`config.mk`:
```
export PLATFORM = sky130hd
export DESIGN_NAME = smr_top
export DESIGN_NICKNAME = d
export VERILOG_FILES = /design/src/smr_pkg.sv /design/src/smr_rx_queue.sv /design/src/smr_top.sv
export VERILOG_INCLUDE_DIRS = /design/src
export SDC_FILE = /design/constraint.sdc
export NUM_CORES = 1
export LEC_CHECK = 0
export BUFFER_PORTS_ARGS = -buffer_cell sky130_fd_sc_hd__buf_2
export CORE_UTILIZATION = 52
export DETAILED_ROUTE_END_ITERATION = 10
export GPL_ROUTABILITY_DRIVEN = 0
export PLACE_DENSITY_LB_ADDON = 0.2
export SLEW_MARGIN = 10
export SYNTH_ARGS = -nofsm -noshare
export SYNTH_HDL_FRONTEND = slang
export SYNTH_HIERARCHICAL = 1
export SYNTH_SLANG_ARGS = --single-unit
```
`constraint.sdc`:
```
create_clock -name clk_sys -period 3.9 [get_ports clk_sys]
set_input_delay 0.78 -clock clk_sys [delete_from_list [all_inputs] [get_ports clk_sys]]
set_output_delay 0.78 -clock clk_sys [all_outputs]
set_load 0.01 [all_outputs]
```
`src/smr_consts.svh`:
```
// Constants of the synchronous master receive block
`ifndef SMR_CONSTS_SVH
`define SMR_CONSTS_SVH
`define SMR_AW 8
`define SMR_CHAR_W 9
`define SMR_OFF_CTRL 8'h00
`define SMR_OFF_STAT 8'h04
`define SMR_OFF_DATA 8'h08
`define SMR_OFF_BAUD 8'h0C
`define SMR_OFF_IST 8'h10
`define SMR_OFF_IMSK 8'h14
`define SMR_CTRL_PORT_EN 0
`define SMR_CTRL_SYNC 1
`define SMR_CTRL_MASTER 2
`define SMR_CTRL_SINGLE 3
`define SMR_CTRL_CONT 4
`define SMR_CTRL_NINE 5
`define SMR_CTRL_HSPD 6
`define SMR_CTRL_WIDE 7
`define SMR_STAT_NINTH 0
`define SMR_STAT_OVR 1
`define SMR_STAT_DONE 2
`define SMR_IST_RX 0
`define SMR_IST_OVR 1
`define SMR_CTRL_RST 8'h00
`define SMR_BAUD_RST 16'h0000
`define SMR_IMSK_RST 2'h0
`define SMR_IST_RST 2'h0
`define SMR_LAST8 4'h7
`define SMR_LAST9 4'h8
`define SMR_QDEPTH 2'h2
`endif

```
`src/smr_pkg.sv`:
```
// Types shared by the synchronous master receive block
`include "smr_consts.svh"
package smr_pkg;
   typedef enum logic [1:0] {SMR_IDLE, SMR_LOW, SMR_HIGH} smr_phase_t;
   typedef enum logic [2:0] {SMR_SEL_CTRL, SMR_SEL_STAT, SMR_SEL_DATA,
      SMR_SEL_BAUD, SMR_SEL_IST, SMR_SEL_IMSK, SMR_SEL_NONE} smr_sel_t;
   typedef struct packed {
      logic [7:0] ctrl;
      logic [15:0] baud;
      logic [1:0] ist;
      logic [1:0] imask;
      logic overrun_error_flag;
      smr_phase_t phase;
      logic [15:0] cnt;
      logic [3:0] bitcnt;
      logic [`SMR_CHAR_W-1:0] shreg;
      logic [1:0] dsync;
      logic ck;
      logic ckoe;
      logic dtoe;
      logic pready;
      logic pslverr;
      logic pop_ok;
      logic [31:0] prdata;
      logic irq;
   } smr_state_t;
endpackage : smr_pkg

```
`src/smr_rx_queue.sv`:
```
// Two-entry receive character queue
`timescale 1ns/1ns
`include "smr_consts.svh"
module smr_rx_queue
(
   // Clock and reset
   input wire logic clk_sys,
   input wire logic srst,
   // Control
   input wire logic clr,
   input wire logic push,
   input wire logic [`SMR_CHAR_W-1:0] push_data,
   input wire logic pop,
   // Status
   output logic [`SMR_CHAR_W-1:0] head,
   output logic empty,
   output logic full
);
   typedef struct packed {
      logic [1:0][`SMR_CHAR_W-1:0] mem;
      logic rd;
      logic [1:0] count;
   } smr_q_state_t;

   smr_q_state_t q_reg, q_next;
   logic do_pop, do_push, wr_idx;

   always_comb
   begin
      q_next = q_reg;
      do_pop = pop && (q_reg.count != 2'h0);
      do_push = push && ((q_reg.count != `SMR_QDEPTH) || do_pop);
      // Slot behind the oldest; a full queue reuses the slot being freed
      wr_idx = q_reg.rd ^ (q_reg.count == 2'h1);
      if (do_push)
      begin
         q_next.mem[wr_idx] = push_data;
      end
      if (do_pop)
      begin
         q_next.rd = ~q_reg.rd;
      end
      case ({do_push, do_pop})
         2'h2: q_next.count = q_reg.count + 2'h1;
         2'h1: q_next.count = q_reg.count - 2'h1;
         default: q_next.count = q_reg.count;
      endcase
      if (clr)
      begin
         q_next.rd = 1'h0;
         q_next.count = 2'h0;
      end
   end

   always_ff @(posedge clk_sys)
   begin
      if (srst)
      begin
         q_reg <= '0;
      end
      else
      begin
         q_reg <= q_next;
      end
   end

   assign head = q_reg.mem[q_reg.rd];
   assign empty = (q_reg.count == 2'h0);
   assign full = (q_reg.count == `SMR_QDEPTH);
endmodule : smr_rx_queue

```
`src/smr_top.sv`:
```
// Synchronous master serial receiver with APB registers
`timescale 1ns/1ns
`include "smr_consts.svh"
// What this block does
// - Nine-bit select adds ninth data bit
// - Completion sets flag, interrupt when enabled
// - Status read gives ninth bit, error flags
// - Data read gives low eight bits
// - Continuous or port disable clears overrun
// - Single gives one character; continuous runs
// - Trailing edge sampling into two-entry queue
// - Third character sets overrun, keeps data
// - Both enables: single clears, continuous continues
module smr_top
   import smr_pkg::*;
(
   // Clock and reset
   input wire logic clk_sys,
   input wire logic srst,
   // APB slave
   input wire logic psel,
   input wire logic penable,
   input wire logic pwrite,
   input wire logic [`SMR_AW-1:0] paddr,
   input wire logic [31:0] pwdata,
   output logic [31:0] prdata,
   output logic pready,
   output logic pslverr,
   // Serial pins
   output logic shift_clock_pin_out,
   output logic shift_clock_pin_oe,
   input wire logic receive_data_pin_in,
   output logic receive_data_pin_out,
   output logic receive_data_pin_oe,
   // Interrupt
   output logic irq
);
   smr_state_t s_reg, s_next;
   logic q_push, q_pop, q_clr, q_empty, q_full;
   logic [`SMR_CHAR_W-1:0] q_head, char_w;
   logic setup, acc, wr, rd, active, done, ovr_set;
   logic [1:0] w1c;
   logic [3:0] last;
   logic [15:0] half;
   smr_sel_t sel;

   function automatic smr_sel_t reg_sel(input logic [`SMR_AW-1:0] a);
      case (a)
         `SMR_OFF_CTRL: reg_sel = SMR_SEL_CTRL;
         `SMR_OFF_STAT: reg_sel = SMR_SEL_STAT;
         `SMR_OFF_DATA: reg_sel = SMR_SEL_DATA;
         `SMR_OFF_BAUD: reg_sel = SMR_SEL_BAUD;
         `SMR_OFF_IST: reg_sel = SMR_SEL_IST;
         `SMR_OFF_IMSK: reg_sel = SMR_SEL_IMSK;
         default: reg_sel = SMR_SEL_NONE;
      endcase
   endfunction : reg_sel

   smr_rx_queue u_queue
   (
      .clk_sys(clk_sys),
      .srst(srst),
      .clr(q_clr),
      .push(q_push),
      .push_data(char_w),
      .pop(q_pop),
      .head(q_head),
      .empty(q_empty),
      .full(q_full)
   );

   always_comb
   begin
      s_next = s_reg;
      q_push = 1'h0;
      q_pop = 1'h0;
      q_clr = 1'h0;
      done = 1'h0;
      ovr_set = 1'h0;
      w1c = 2'h0;
      char_w = s_reg.shreg;
      setup = psel && !penable;
      acc = psel && penable && s_reg.pready;
      wr = acc && pwrite;
      rd = acc && !pwrite;
      sel = reg_sel(paddr);
      // Shift clock half period is divisor plus one system clocks
      half = s_reg.ctrl[`SMR_CTRL_WIDE] ? s_reg.baud :
         {8'h00, s_reg.baud[7:0]};
      last = s_reg.ctrl[`SMR_CTRL_NINE] ? `SMR_LAST9 : `SMR_LAST8;
      active = s_reg.ctrl[`SMR_CTRL_PORT_EN] && s_reg.ctrl[`SMR_CTRL_SYNC]
         && s_reg.ctrl[`SMR_CTRL_MASTER] && !s_reg.overrun_error_flag
         && (s_reg.ctrl[`SMR_CTRL_SINGLE]
         || s_reg.ctrl[`SMR_CTRL_CONT]);
      s_next.dsync = {s_reg.dsync[0], receive_data_pin_in};

      // Shift clock generator and sampler, idle low
      case (s_reg.phase)
         SMR_IDLE:
         begin
            s_next.cnt = 16'h0000;
            s_next.bitcnt = 4'h0;
            s_next.ck = 1'h0;
            if (active)
            begin
               s_next.phase = SMR_LOW;
            end
         end
         SMR_LOW:
         begin
            if (s_reg.cnt == half)
            begin
               s_next.cnt = 16'h0000;
               s_next.ck = 1'h1;
               s_next.phase = SMR_HIGH;
            end
            else
            begin
               s_next.cnt = s_reg.cnt + 16'h0001;
            end
         end
         SMR_HIGH:
         begin
            if (s_reg.cnt == half)
            begin
               // Trailing edge: take the bit, least significant first
               s_next.cnt = 16'h0000;
               s_next.ck = 1'h0;
               char_w[s_reg.bitcnt] = s_reg.dsync[1];
               s_next.shreg = char_w;
               if (s_reg.bitcnt == last)
               begin
                  done = 1'h1;
                  s_next.phase = SMR_IDLE;
               end
               else
               begin
                  s_next.bitcnt = s_reg.bitcnt + 4'h1;
                  s_next.phase = SMR_LOW;
               end
            end
            else
            begin
               s_next.cnt = s_reg.cnt + 16'h0001;
            end
         end
         default:
         begin
            s_next.phase = SMR_IDLE;
            s_next.ck = 1'h0;
         end
      endcase
      if (!active && s_reg.phase != SMR_IDLE)
      begin
         // Enable dropped mid character: clock stops, bits are dropped
         done = 1'h0;
         s_next.phase = SMR_IDLE;
         s_next.ck = 1'h0;
      end
      if (!s_reg.ctrl[`SMR_CTRL_CONT] && !s_reg.ctrl[`SMR_CTRL_SINGLE])
      begin
         s_next.shreg = '0;
      end
      if (done)
      begin
         s_next.ctrl[`SMR_CTRL_SINGLE] = 1'h0;
      end

      // APB: answer is registered, ready in the first access cycle, no wait state
      s_next.pready = setup;
      s_next.pslverr = setup && (sel == SMR_SEL_NONE);
      if (setup)
      begin
         s_next.pop_ok = (sel == SMR_SEL_DATA) && !pwrite && !q_empty;
         case (sel)
            SMR_SEL_CTRL: s_next.prdata = {24'h00_0000, s_reg.ctrl};
            SMR_SEL_STAT:
            begin
               s_next.prdata = 32'h0000_0000;
               s_next.prdata[`SMR_STAT_NINTH] = !q_empty
                  && s_reg.ctrl[`SMR_CTRL_NINE] && q_head[8];
               s_next.prdata[`SMR_STAT_OVR] = s_reg.overrun_error_flag;
               s_next.prdata[`SMR_STAT_DONE] = !q_empty;
            end
            SMR_SEL_DATA:
               s_next.prdata = q_empty ? 32'h0000_0000 :
                  {24'h00_0000, q_head[7:0]};
            SMR_SEL_BAUD: s_next.prdata = {16'h0000, s_reg.baud};
            SMR_SEL_IST: s_next.prdata = {30'h0000_0000, s_reg.ist};
            SMR_SEL_IMSK: s_next.prdata = {30'h0000_0000, s_reg.imask};
            default: s_next.prdata = 32'h0000_0000;
         endcase
      end
      if (rd && sel == SMR_SEL_DATA)
      begin
         q_pop = s_reg.pop_ok;
         if (!s_reg.ctrl[`SMR_CTRL_CONT])
         begin
            s_next.overrun_error_flag = 1'h0;
         end
      end
      if (wr)
      begin
         case (sel)
            SMR_SEL_CTRL:
            begin
               s_next.ctrl = pwdata[7:0];
               if (!pwdata[`SMR_CTRL_CONT])
               begin
                  s_next.overrun_error_flag = 1'h0;
               end
            end
            SMR_SEL_BAUD: s_next.baud = pwdata[15:0];
            SMR_SEL_IST: w1c = pwdata[1:0];
            SMR_SEL_IMSK: s_next.imask = pwdata[1:0];
            default: s_next.imask = s_next.imask;
         endcase
      end
      if (!s_reg.ctrl[`SMR_CTRL_PORT_EN])
      begin
         // Port disabled: queue, overrun flag, bit counter and shift clock held in reset; ist is kept
         q_clr = 1'h1;
         s_next.overrun_error_flag = 1'h0;
         s_next.phase = SMR_IDLE;
         s_next.ck = 1'h0;
         s_next.bitcnt = 4'h0;
      end

      // Completed character: queue it, or flag overrun if no room
      ovr_set = done && q_full && !q_pop;
      q_push = done && !ovr_set;
      if (ovr_set)
      begin
         s_next.overrun_error_flag = 1'h1;
      end
      s_next.ist = (s_reg.ist & ~w1c) | {ovr_set, q_push};
      s_next.irq = |(s_next.ist & s_next.imask);
      s_next.ckoe = s_next.ctrl[`SMR_CTRL_PORT_EN]
         && s_next.ctrl[`SMR_CTRL_SYNC] && s_next.ctrl[`SMR_CTRL_MASTER];
      // Data pin driver stays off in master receive
      s_next.dtoe = 1'h0;
   end

   always_ff @(posedge clk_sys)
   begin
      if (srst)
      begin
         s_reg <= '0;
         s_reg.ctrl <= `SMR_CTRL_RST;
         s_reg.baud <= `SMR_BAUD_RST;
         s_reg.ist <= `SMR_IST_RST;
         s_reg.imask <= `SMR_IMSK_RST;
         s_reg.phase <= SMR_IDLE;
      end
      else
      begin
         s_reg <= s_next;
      end
   end

   assign prdata = s_reg.prdata;
   assign pready = s_reg.pready;
   assign pslverr = s_reg.pslverr;
   assign shift_clock_pin_out = s_reg.ck;
   assign shift_clock_pin_oe = s_reg.ckoe;
   assign receive_data_pin_out = 1'h0;
   assign receive_data_pin_oe = s_reg.dtoe;
   assign irq = s_reg.irq;
endmodule : smr_top

```
# ---- After elaboration in Yosys (flattened, before gate mapping)
# Cells that the tools add are included.
# W data, S select, Z words.
dict set report totals {
  register_bits 122
  latchBits 0
  mem_bits_rw 0
  rom_bits 0
  input_bits 46
  out_inout_bits 39
  elab_cells 169
  memories 0
}
dict set report classes {
  n_addsub 4
  multipliers 0
  div 0
  n_lt_le_gt_ge 5
  eq_ne 24
  shifts 0
  mux 49
  n_bitwise 7
  n_reduce_logical 57
}
# op count
set op_table {}
lappend op_table {{$pmux W16 S6} 1}
lappend op_table {{$mux W16} 3}
lappend op_table {{$mux W9} 5}
lappend op_table {{$pmux W16 S2} 1}
lappend op_table {{$logic_and A1 B1 Y1} 26}
lappend op_table {{$mux W20} 1}
lappend op_table {{$bwmux W18} 1}
lappend op_table {{$pmux W3 S6} 1}
lappend op_table {{$add A16 B1 Y16 const B} 1}
lappend op_table {{$eq A16 B16 Y1} 1}
lappend op_table {{$eq A8 B4 Y1 const B} 2}
lappend op_table {{$eq A8 B5 Y1 const B} 2}
lappend op_table {{$mux W1} 15}
lappend op_table {{$mux W2} 7}
lappend op_table {{$mux W13} 1}
lappend op_table {{$mux W4} 3}
lappend op_table {{$ne A2 B2 Y1 const B} 5}
lappend op_table {{$reduce_bool A2 Y1} 5}
lappend op_table {{$bwmux W9} 1}
lappend op_table {{$demux W9 S1} 1}
lappend op_table {{$eq A3 B3 Y1 const B} 3}
lappend op_table {{$logic_not A1 Y1} 9}
lappend op_table {{$eq A8 B3 Y1 const B} 1}
lappend op_table {{$logic_not A8 Y1} 1}
lappend op_table {{other kinds (31)} 49}

# ---- Logic depth before layout (Yosys ltp)
dict set report logic_depth {
  word_depth 14
  mapped_depth 15
}

# ---- Cells and area by module
# The synthesis kept the hierarchy.
# mod instances cells_per_inst area_per_inst_um2 seq_area_each_um2
set by_module_without_submodules {}
lappend by_module_without_submodules {smr_top 1 556 4556.9 1681.6}
lappend by_module_without_submodules {smr_rx_queue 1 103 1096.1 420.4}

# ---- Worst setup path before layout
# No wires, ideal clock.
dict set report synth_path {
  kind {input -> register}
  from {input paddr[1]}
  to {register u_queue/q_reg[1] in the netlist's numbering}
  setup_ps 114
  arrival_time_ps 3853
  required_ps 3786
  setup_slack_ps -68
  path_stages 12
  n_path_buf 0
  path_cell_list {or4_1 > nor3_1 > nand2_1 > ha_1 > nand2b_1 > nor2_1 > nand4_1 > and2_1 > nor3_1 > o21ai_0 > ha_1 > a2111oi_0}
}
dict set report synth_between {
  elab_chain_cells 12
  word_cells_on_any_way 21
}
# item line_no
set synth_lines {}
lappend synth_lines {{start, declared} smr_top.sv:24} ;# input wire logic [`SMR_AW-1:0] paddr,
lappend synth_lines {{$eq A8 B5 Y1, or another cell as far along} smr_top.sv:48} ;# case (a)
lappend synth_lines {{$pmux W3 S6 *} smr_top.sv:48}
lappend synth_lines {{$eq A3 B2 Y1 *} smr_top.sv:194} ;# if (rd && sel == SMR_SEL_DATA)
lappend synth_lines {{$logic_and A1 B1 Y1 *} smr_top.sv:194}
lappend synth_lines {{$mux W1 *} smr_top.sv:194}
lappend synth_lines {{$logic_not A1 Y1 *} smr_top.sv:230} ;# ovr_set = done && q_full && !q_pop;
lappend synth_lines {{$logic_and A1 B1 Y1 *} smr_top.sv:230}
lappend synth_lines {{$logic_not A1 Y1 *} smr_top.sv:231} ;# q_push = done && !ovr_set;
lappend synth_lines {{$logic_and A1 B1 Y1 *} smr_top.sv:231}
lappend synth_lines {{via q_push} smr_top.sv:39} ;# logic q_push, q_pop, q_clr, q_empty, q_full;
lappend synth_lines {{$logic_and A1 B1 Y1 *} smr_rx_queue.sv:32} ;# do_push = push && ((q_reg.count != `SMR_QDEPTH) || do_pop);
lappend synth_lines {{$eq A2 B1 Y1 / $eq A2 B2 Y1 (equally long branches)} smr_rx_queue.sv:43} ;# case ({do_push, do_pop})
lappend synth_lines {{$pmux W2 S2 / $reduce_bool A2 Y1 (equally long branches)} -}
lappend synth_lines {{end signal, assigned} smr_rx_queue.sv:63} ;# q_reg <= q_next;
lappend synth_lines {{end, declared} smr_rx_queue.sv:25} ;# smr_q_state_t q_reg, q_next;
# Mark *: on every way through the listed nets, which the timed path passes. The rest lies on a longest branch.
# A chain may end at the register's enable or synchronous reset.

# ---- Final worst setup path
# Ends and elaborated chain as after synthesis.

==> results.py <==
metrics = {
    "yosys": {
        "yosys_register_bits": 105,
        "yosys_warnings": 6,
        "post_synth_design_cell_area_um2": 5650,
        "leading_register_cell_type_out_of_synthesis": "sky130_fd_sc_hd__dfxtp_1",
        "syn_inst_count": 659,
        "synth_enable_flop_cells": 0,
        "seq_area_frac_synth_pct": 37.2,
        "yosysUniqueCellTypes": 67,
        "share_of_synthesized_flip_flops_with_an_asynchronous_set_or_reset_pct": 0,
        "synthesized_area_per_cell_um2": 8.58,
    },
    "clock_network": {
        "cts_repair_resize_count": 0,
        "cts_made_buffers": 9,
        "cts.sink_count": 105,
        "cts_buffer_depth": 2,
        "worstSkewPairLatency_ns": 0.39,
        "cts.reportedPaths.clkPinSlew_ns": 0.10,
        "cts_htree_levels": 3,
        "tritoncts_clock_tree": "yes",
        "clk_root_buffer_cell": "sky130_fd_sc_hd__clkbuf_8",
        "cts_setup_buffers": 0,
        "postCtsHoldBufs": 0,
    },
    "timing": {
        "timing_max_transition_violations_final": 0,
        "totalNegativeSetupSlack_ns": 0,
        "whs_ns": 0.448,
        "fin_crit_sh_pct": 90.3,
        "rsz0062_at_grt": "false",
        "layout_min_cycle_time_ns": 3.52,
        "max-slew-margin-rel_pct": 46.1,
        "timing_hold_violations_final": 0,
        "timing.fmax_mhz": 284,
        "transition_at_the_pin_with_the_smallest_max_transition_slack_ns": 0.803,
        "finalSetupViolCount": 0,
        "final.setup_skew_ns": 0.0156,
    },
    "run": {
        "max-cap-violations": 0,
    },
    "status": {
        "run_status": "finished clean",
    },
    "final_layout": {
        "most-common-layout-cells": "105 x sky130_fd_sc_hd__dfxtp_1, 97 x sky130_fd_sc_hd__nand2_1, 50 x sky130_fd_sc_hd__buf_2, 38 x sky130_fd_sc_hd__a21oi_1, 32 x sky130_fd_sc_hd__mux2i_1",
        "antenna-diode-count": 0,
        "final_common_cell": "sky130_fd_sc_hd__dfxtp_1",
        "final_util_pct": 58.2,
        "largest_reg_flops": 62,
        "layout-drive-gt1-share_pct": 16.9,
        "finalNetCount": 746,
        "num-fill-cells": 947,
        "flow.area_growth_from_synthesis_pct": 7.19,
    },
    "critical_path": {
        "cp_data_required_time_ns": 4.17,
        "crit_path_max_fanout": 4,
        "worstSetupPathType": "in -> reg",
        "worst_setup_path_end_kind": "flip-flop",
        "timing.critical_path.cells": "buf_2 > or4_1 > nor3_2 > nand2_1 > ha_1 > nand2b_1 > nor2_1 > nand4_1 > and2_1 > nor3_1 > o21ai_0 > ha_1 > a2111oi_0",
        "critPathMostFrequentCell": "sky130_fd_sc_hd__ha_1",
        "cell_type_group_with_the_largest_total_delay_on_the_critical_path": "simple AND/OR/NAND/NOR gates",
        "start_kind": "input port",
        "critical_path.max_stage_delay_ns": 0.59,
        "worstPathArrival_ns": 3.79,
        "critical-path-slowest-cell": "sky130_fd_sc_hd__or4_1",
        "timing.critical_path.buf_inv": 1,
    },
    "power": {
        "power.clock.fraction_pct": 37.1,
        "power-per-cell-area_nw_per_um2": 299,
        "power_frac_comb_pct": 3.6,
        "netSwitchingFraction_pct": 25.8,
        "power.total_mw": 1.81,
        "share_seq_of_total_power_pct": 59.3,
        "ir_drop_mv": 0.194,
        "switching_power_mw": 0.468,
        "p_leak_nw": 2.28,
        "power_report.internal_total_mw": 1.35,
    },
    "floorplan": {
        "fp-row-count": 37,
        "die_footprint_um2": 11300,
        "ios": 85,
        "die_w_um": 106,
        "effective_utilization_at_floorplan_pct": 54.3,
        "core_area_um2": 10400,
        "die_height_um": 106,
    },
    "route": {
        "drt.antenna.violating_nets": 0,
        "detail_route.drc_violations": 0,
        "detail_route.first_pass.iterations": 4,
        "post_drt_wl_per_cell_um": 15.5,
        "postRouteWirelength_um": 12800,
        "drt-initial-drc-count": 320,
        "via_count": 4642,
        "route.detailed.vias_per_inst": 5.61,
    },
    "global_route": {
        "grt_start_max_net_pins": 55,
        "gr-total-overflow": 0,
        "grt_antenna_before_repair": 0,
        "grt_pass1_vias": 4330,
        "global_route_wire_length_before_repair_um": 20700,
        "overall_global_routing_resource_usage_pct": 23.2,
    },
    "placed_design": {
        "place.detailed.hpwl_um": 9570,
        "portBuffers": 50,
    },
    "hold_path": {
        "worst_hold_path_type": "reg -> reg",
    },
}
cells by family (layout without fill, tap and decap cells):
family | Yosys count | in the layout | share of synthesized area (%)
AND/OR/NAND/NOR | 264 | 264 | 24.5
adder cells (fa/ha/maj) | 14 | 14 | 3.10
AO/OA/AOI/OAI | 109 | 109 | 12.6
XOR/XNOR | 30 | 30 | 4.78
multiplexers | 52 | 52 | 9.78
flip-flops | 105 | 105 | 37.2
other | 1 | 18 | 0.0663
buffers and inverters | 84 | 99 | 7.97
worst register-to-register path: stages, from the launching register on:
cell and delay (ns):
sky130_fd_sc_hd__dfxtp_1 0.58, sky130_fd_sc_hd__nor4bb_1 0.26, sky130_fd_sc_hd__a22oi_1 0.12, sky130_fd_sc_hd__a211o_1 0.29, sky130_fd_sc_hd__or3_1 0.59, sky130_fd_sc_hd__nor3_1 0.37
sky130_fd_sc_hd__o21ai_0 0.17, sky130_fd_sc_hd__ha_1 0.34, sky130_fd_sc_hd__a2111oi_0 0.40
through the flow:
stage / cell area (um^2) / setup slack, ns / instances
finish: 6060 / 0.380 / 827
floorplan: 5720 / 0.0401 / 676
global route: 6060 / 0.0344 / 827
CTS: 6060 / 0.431 / 827
global placement: 5870 / 0.147 / 811
detailed placement: 5870 / 0.0322 / 811
worst paths after layout:
kind | from | to | slack, ns | cells past startpoint
worst min register to register | s_next[40] | s_reg[40] | 0.45 | 1
worst max register to register | s_reg[100] | u_queue/q_reg[1] | 0.67 | 8
worst min-delay path | s_next[40] | s_reg[40] | 0.45 | 1
worst max-delay path | paddr[1] | u_queue/q_reg[1] | 0.38 | 13
power groups by stage:
stage	clock, mW	sequential [mW]	combinational, mW
CTS	0.693	1.07	0.0655
floorplan	0	1.10	0.0511
global route	0.733	1.08	0.0726
global placement	0	1.10	0.0643
finish	0.672	1.07	0.0661
detailed placement	0	1.10	0.0657
final cells by class:
type | instances | area [um^2] | share of cell area (%)
clock buffer | 9 | 124 | 2.04
clock inverter | 7 | 67.6 | 1.12
inverter | 19 | 71.3 | 1.18
multi-input combinational | 487 | 3170 | 52.3
sequential | 105 | 2100 | 34.7
tap | 136 | 170 | 2.81
timing repair buffer | 64 | 355 | 5.86
routing by layer:
| metal | GRT usage, % | share of wire (%) | up-vias |
|---|---|---|---|
| li1 | - | - | 2313 |
| met1 | 29.0 | 44 | 2204 |
| met2 | 40.3 | 50 | 110 |
| met3 | 3.68 | 4.1 | 15 |
| met4 | 7.74 | 1.7 | 0 |
| met5 | 0 | 0 | - |
synthesized netlist by cell type (all sizes together), types with 20 or more instances:
| master | number | area, um^2 |
|---|---|---|
| mux2i | 32 | 320 |
| dfxtp | 105 | 2100 |
| nand2 | 97 | 364 |
| nor3 | 26 | 135 |
| mux2 | 20 | 233 |
| nand2b | 32 | 203 |
| buf | 43 | 297 |
| nor2 | 26 | 97.6 |
| a21oi | 38 | 190 |
| clkbuf | 22 | 82.6 |
Power figures use the tool's default switching activity.
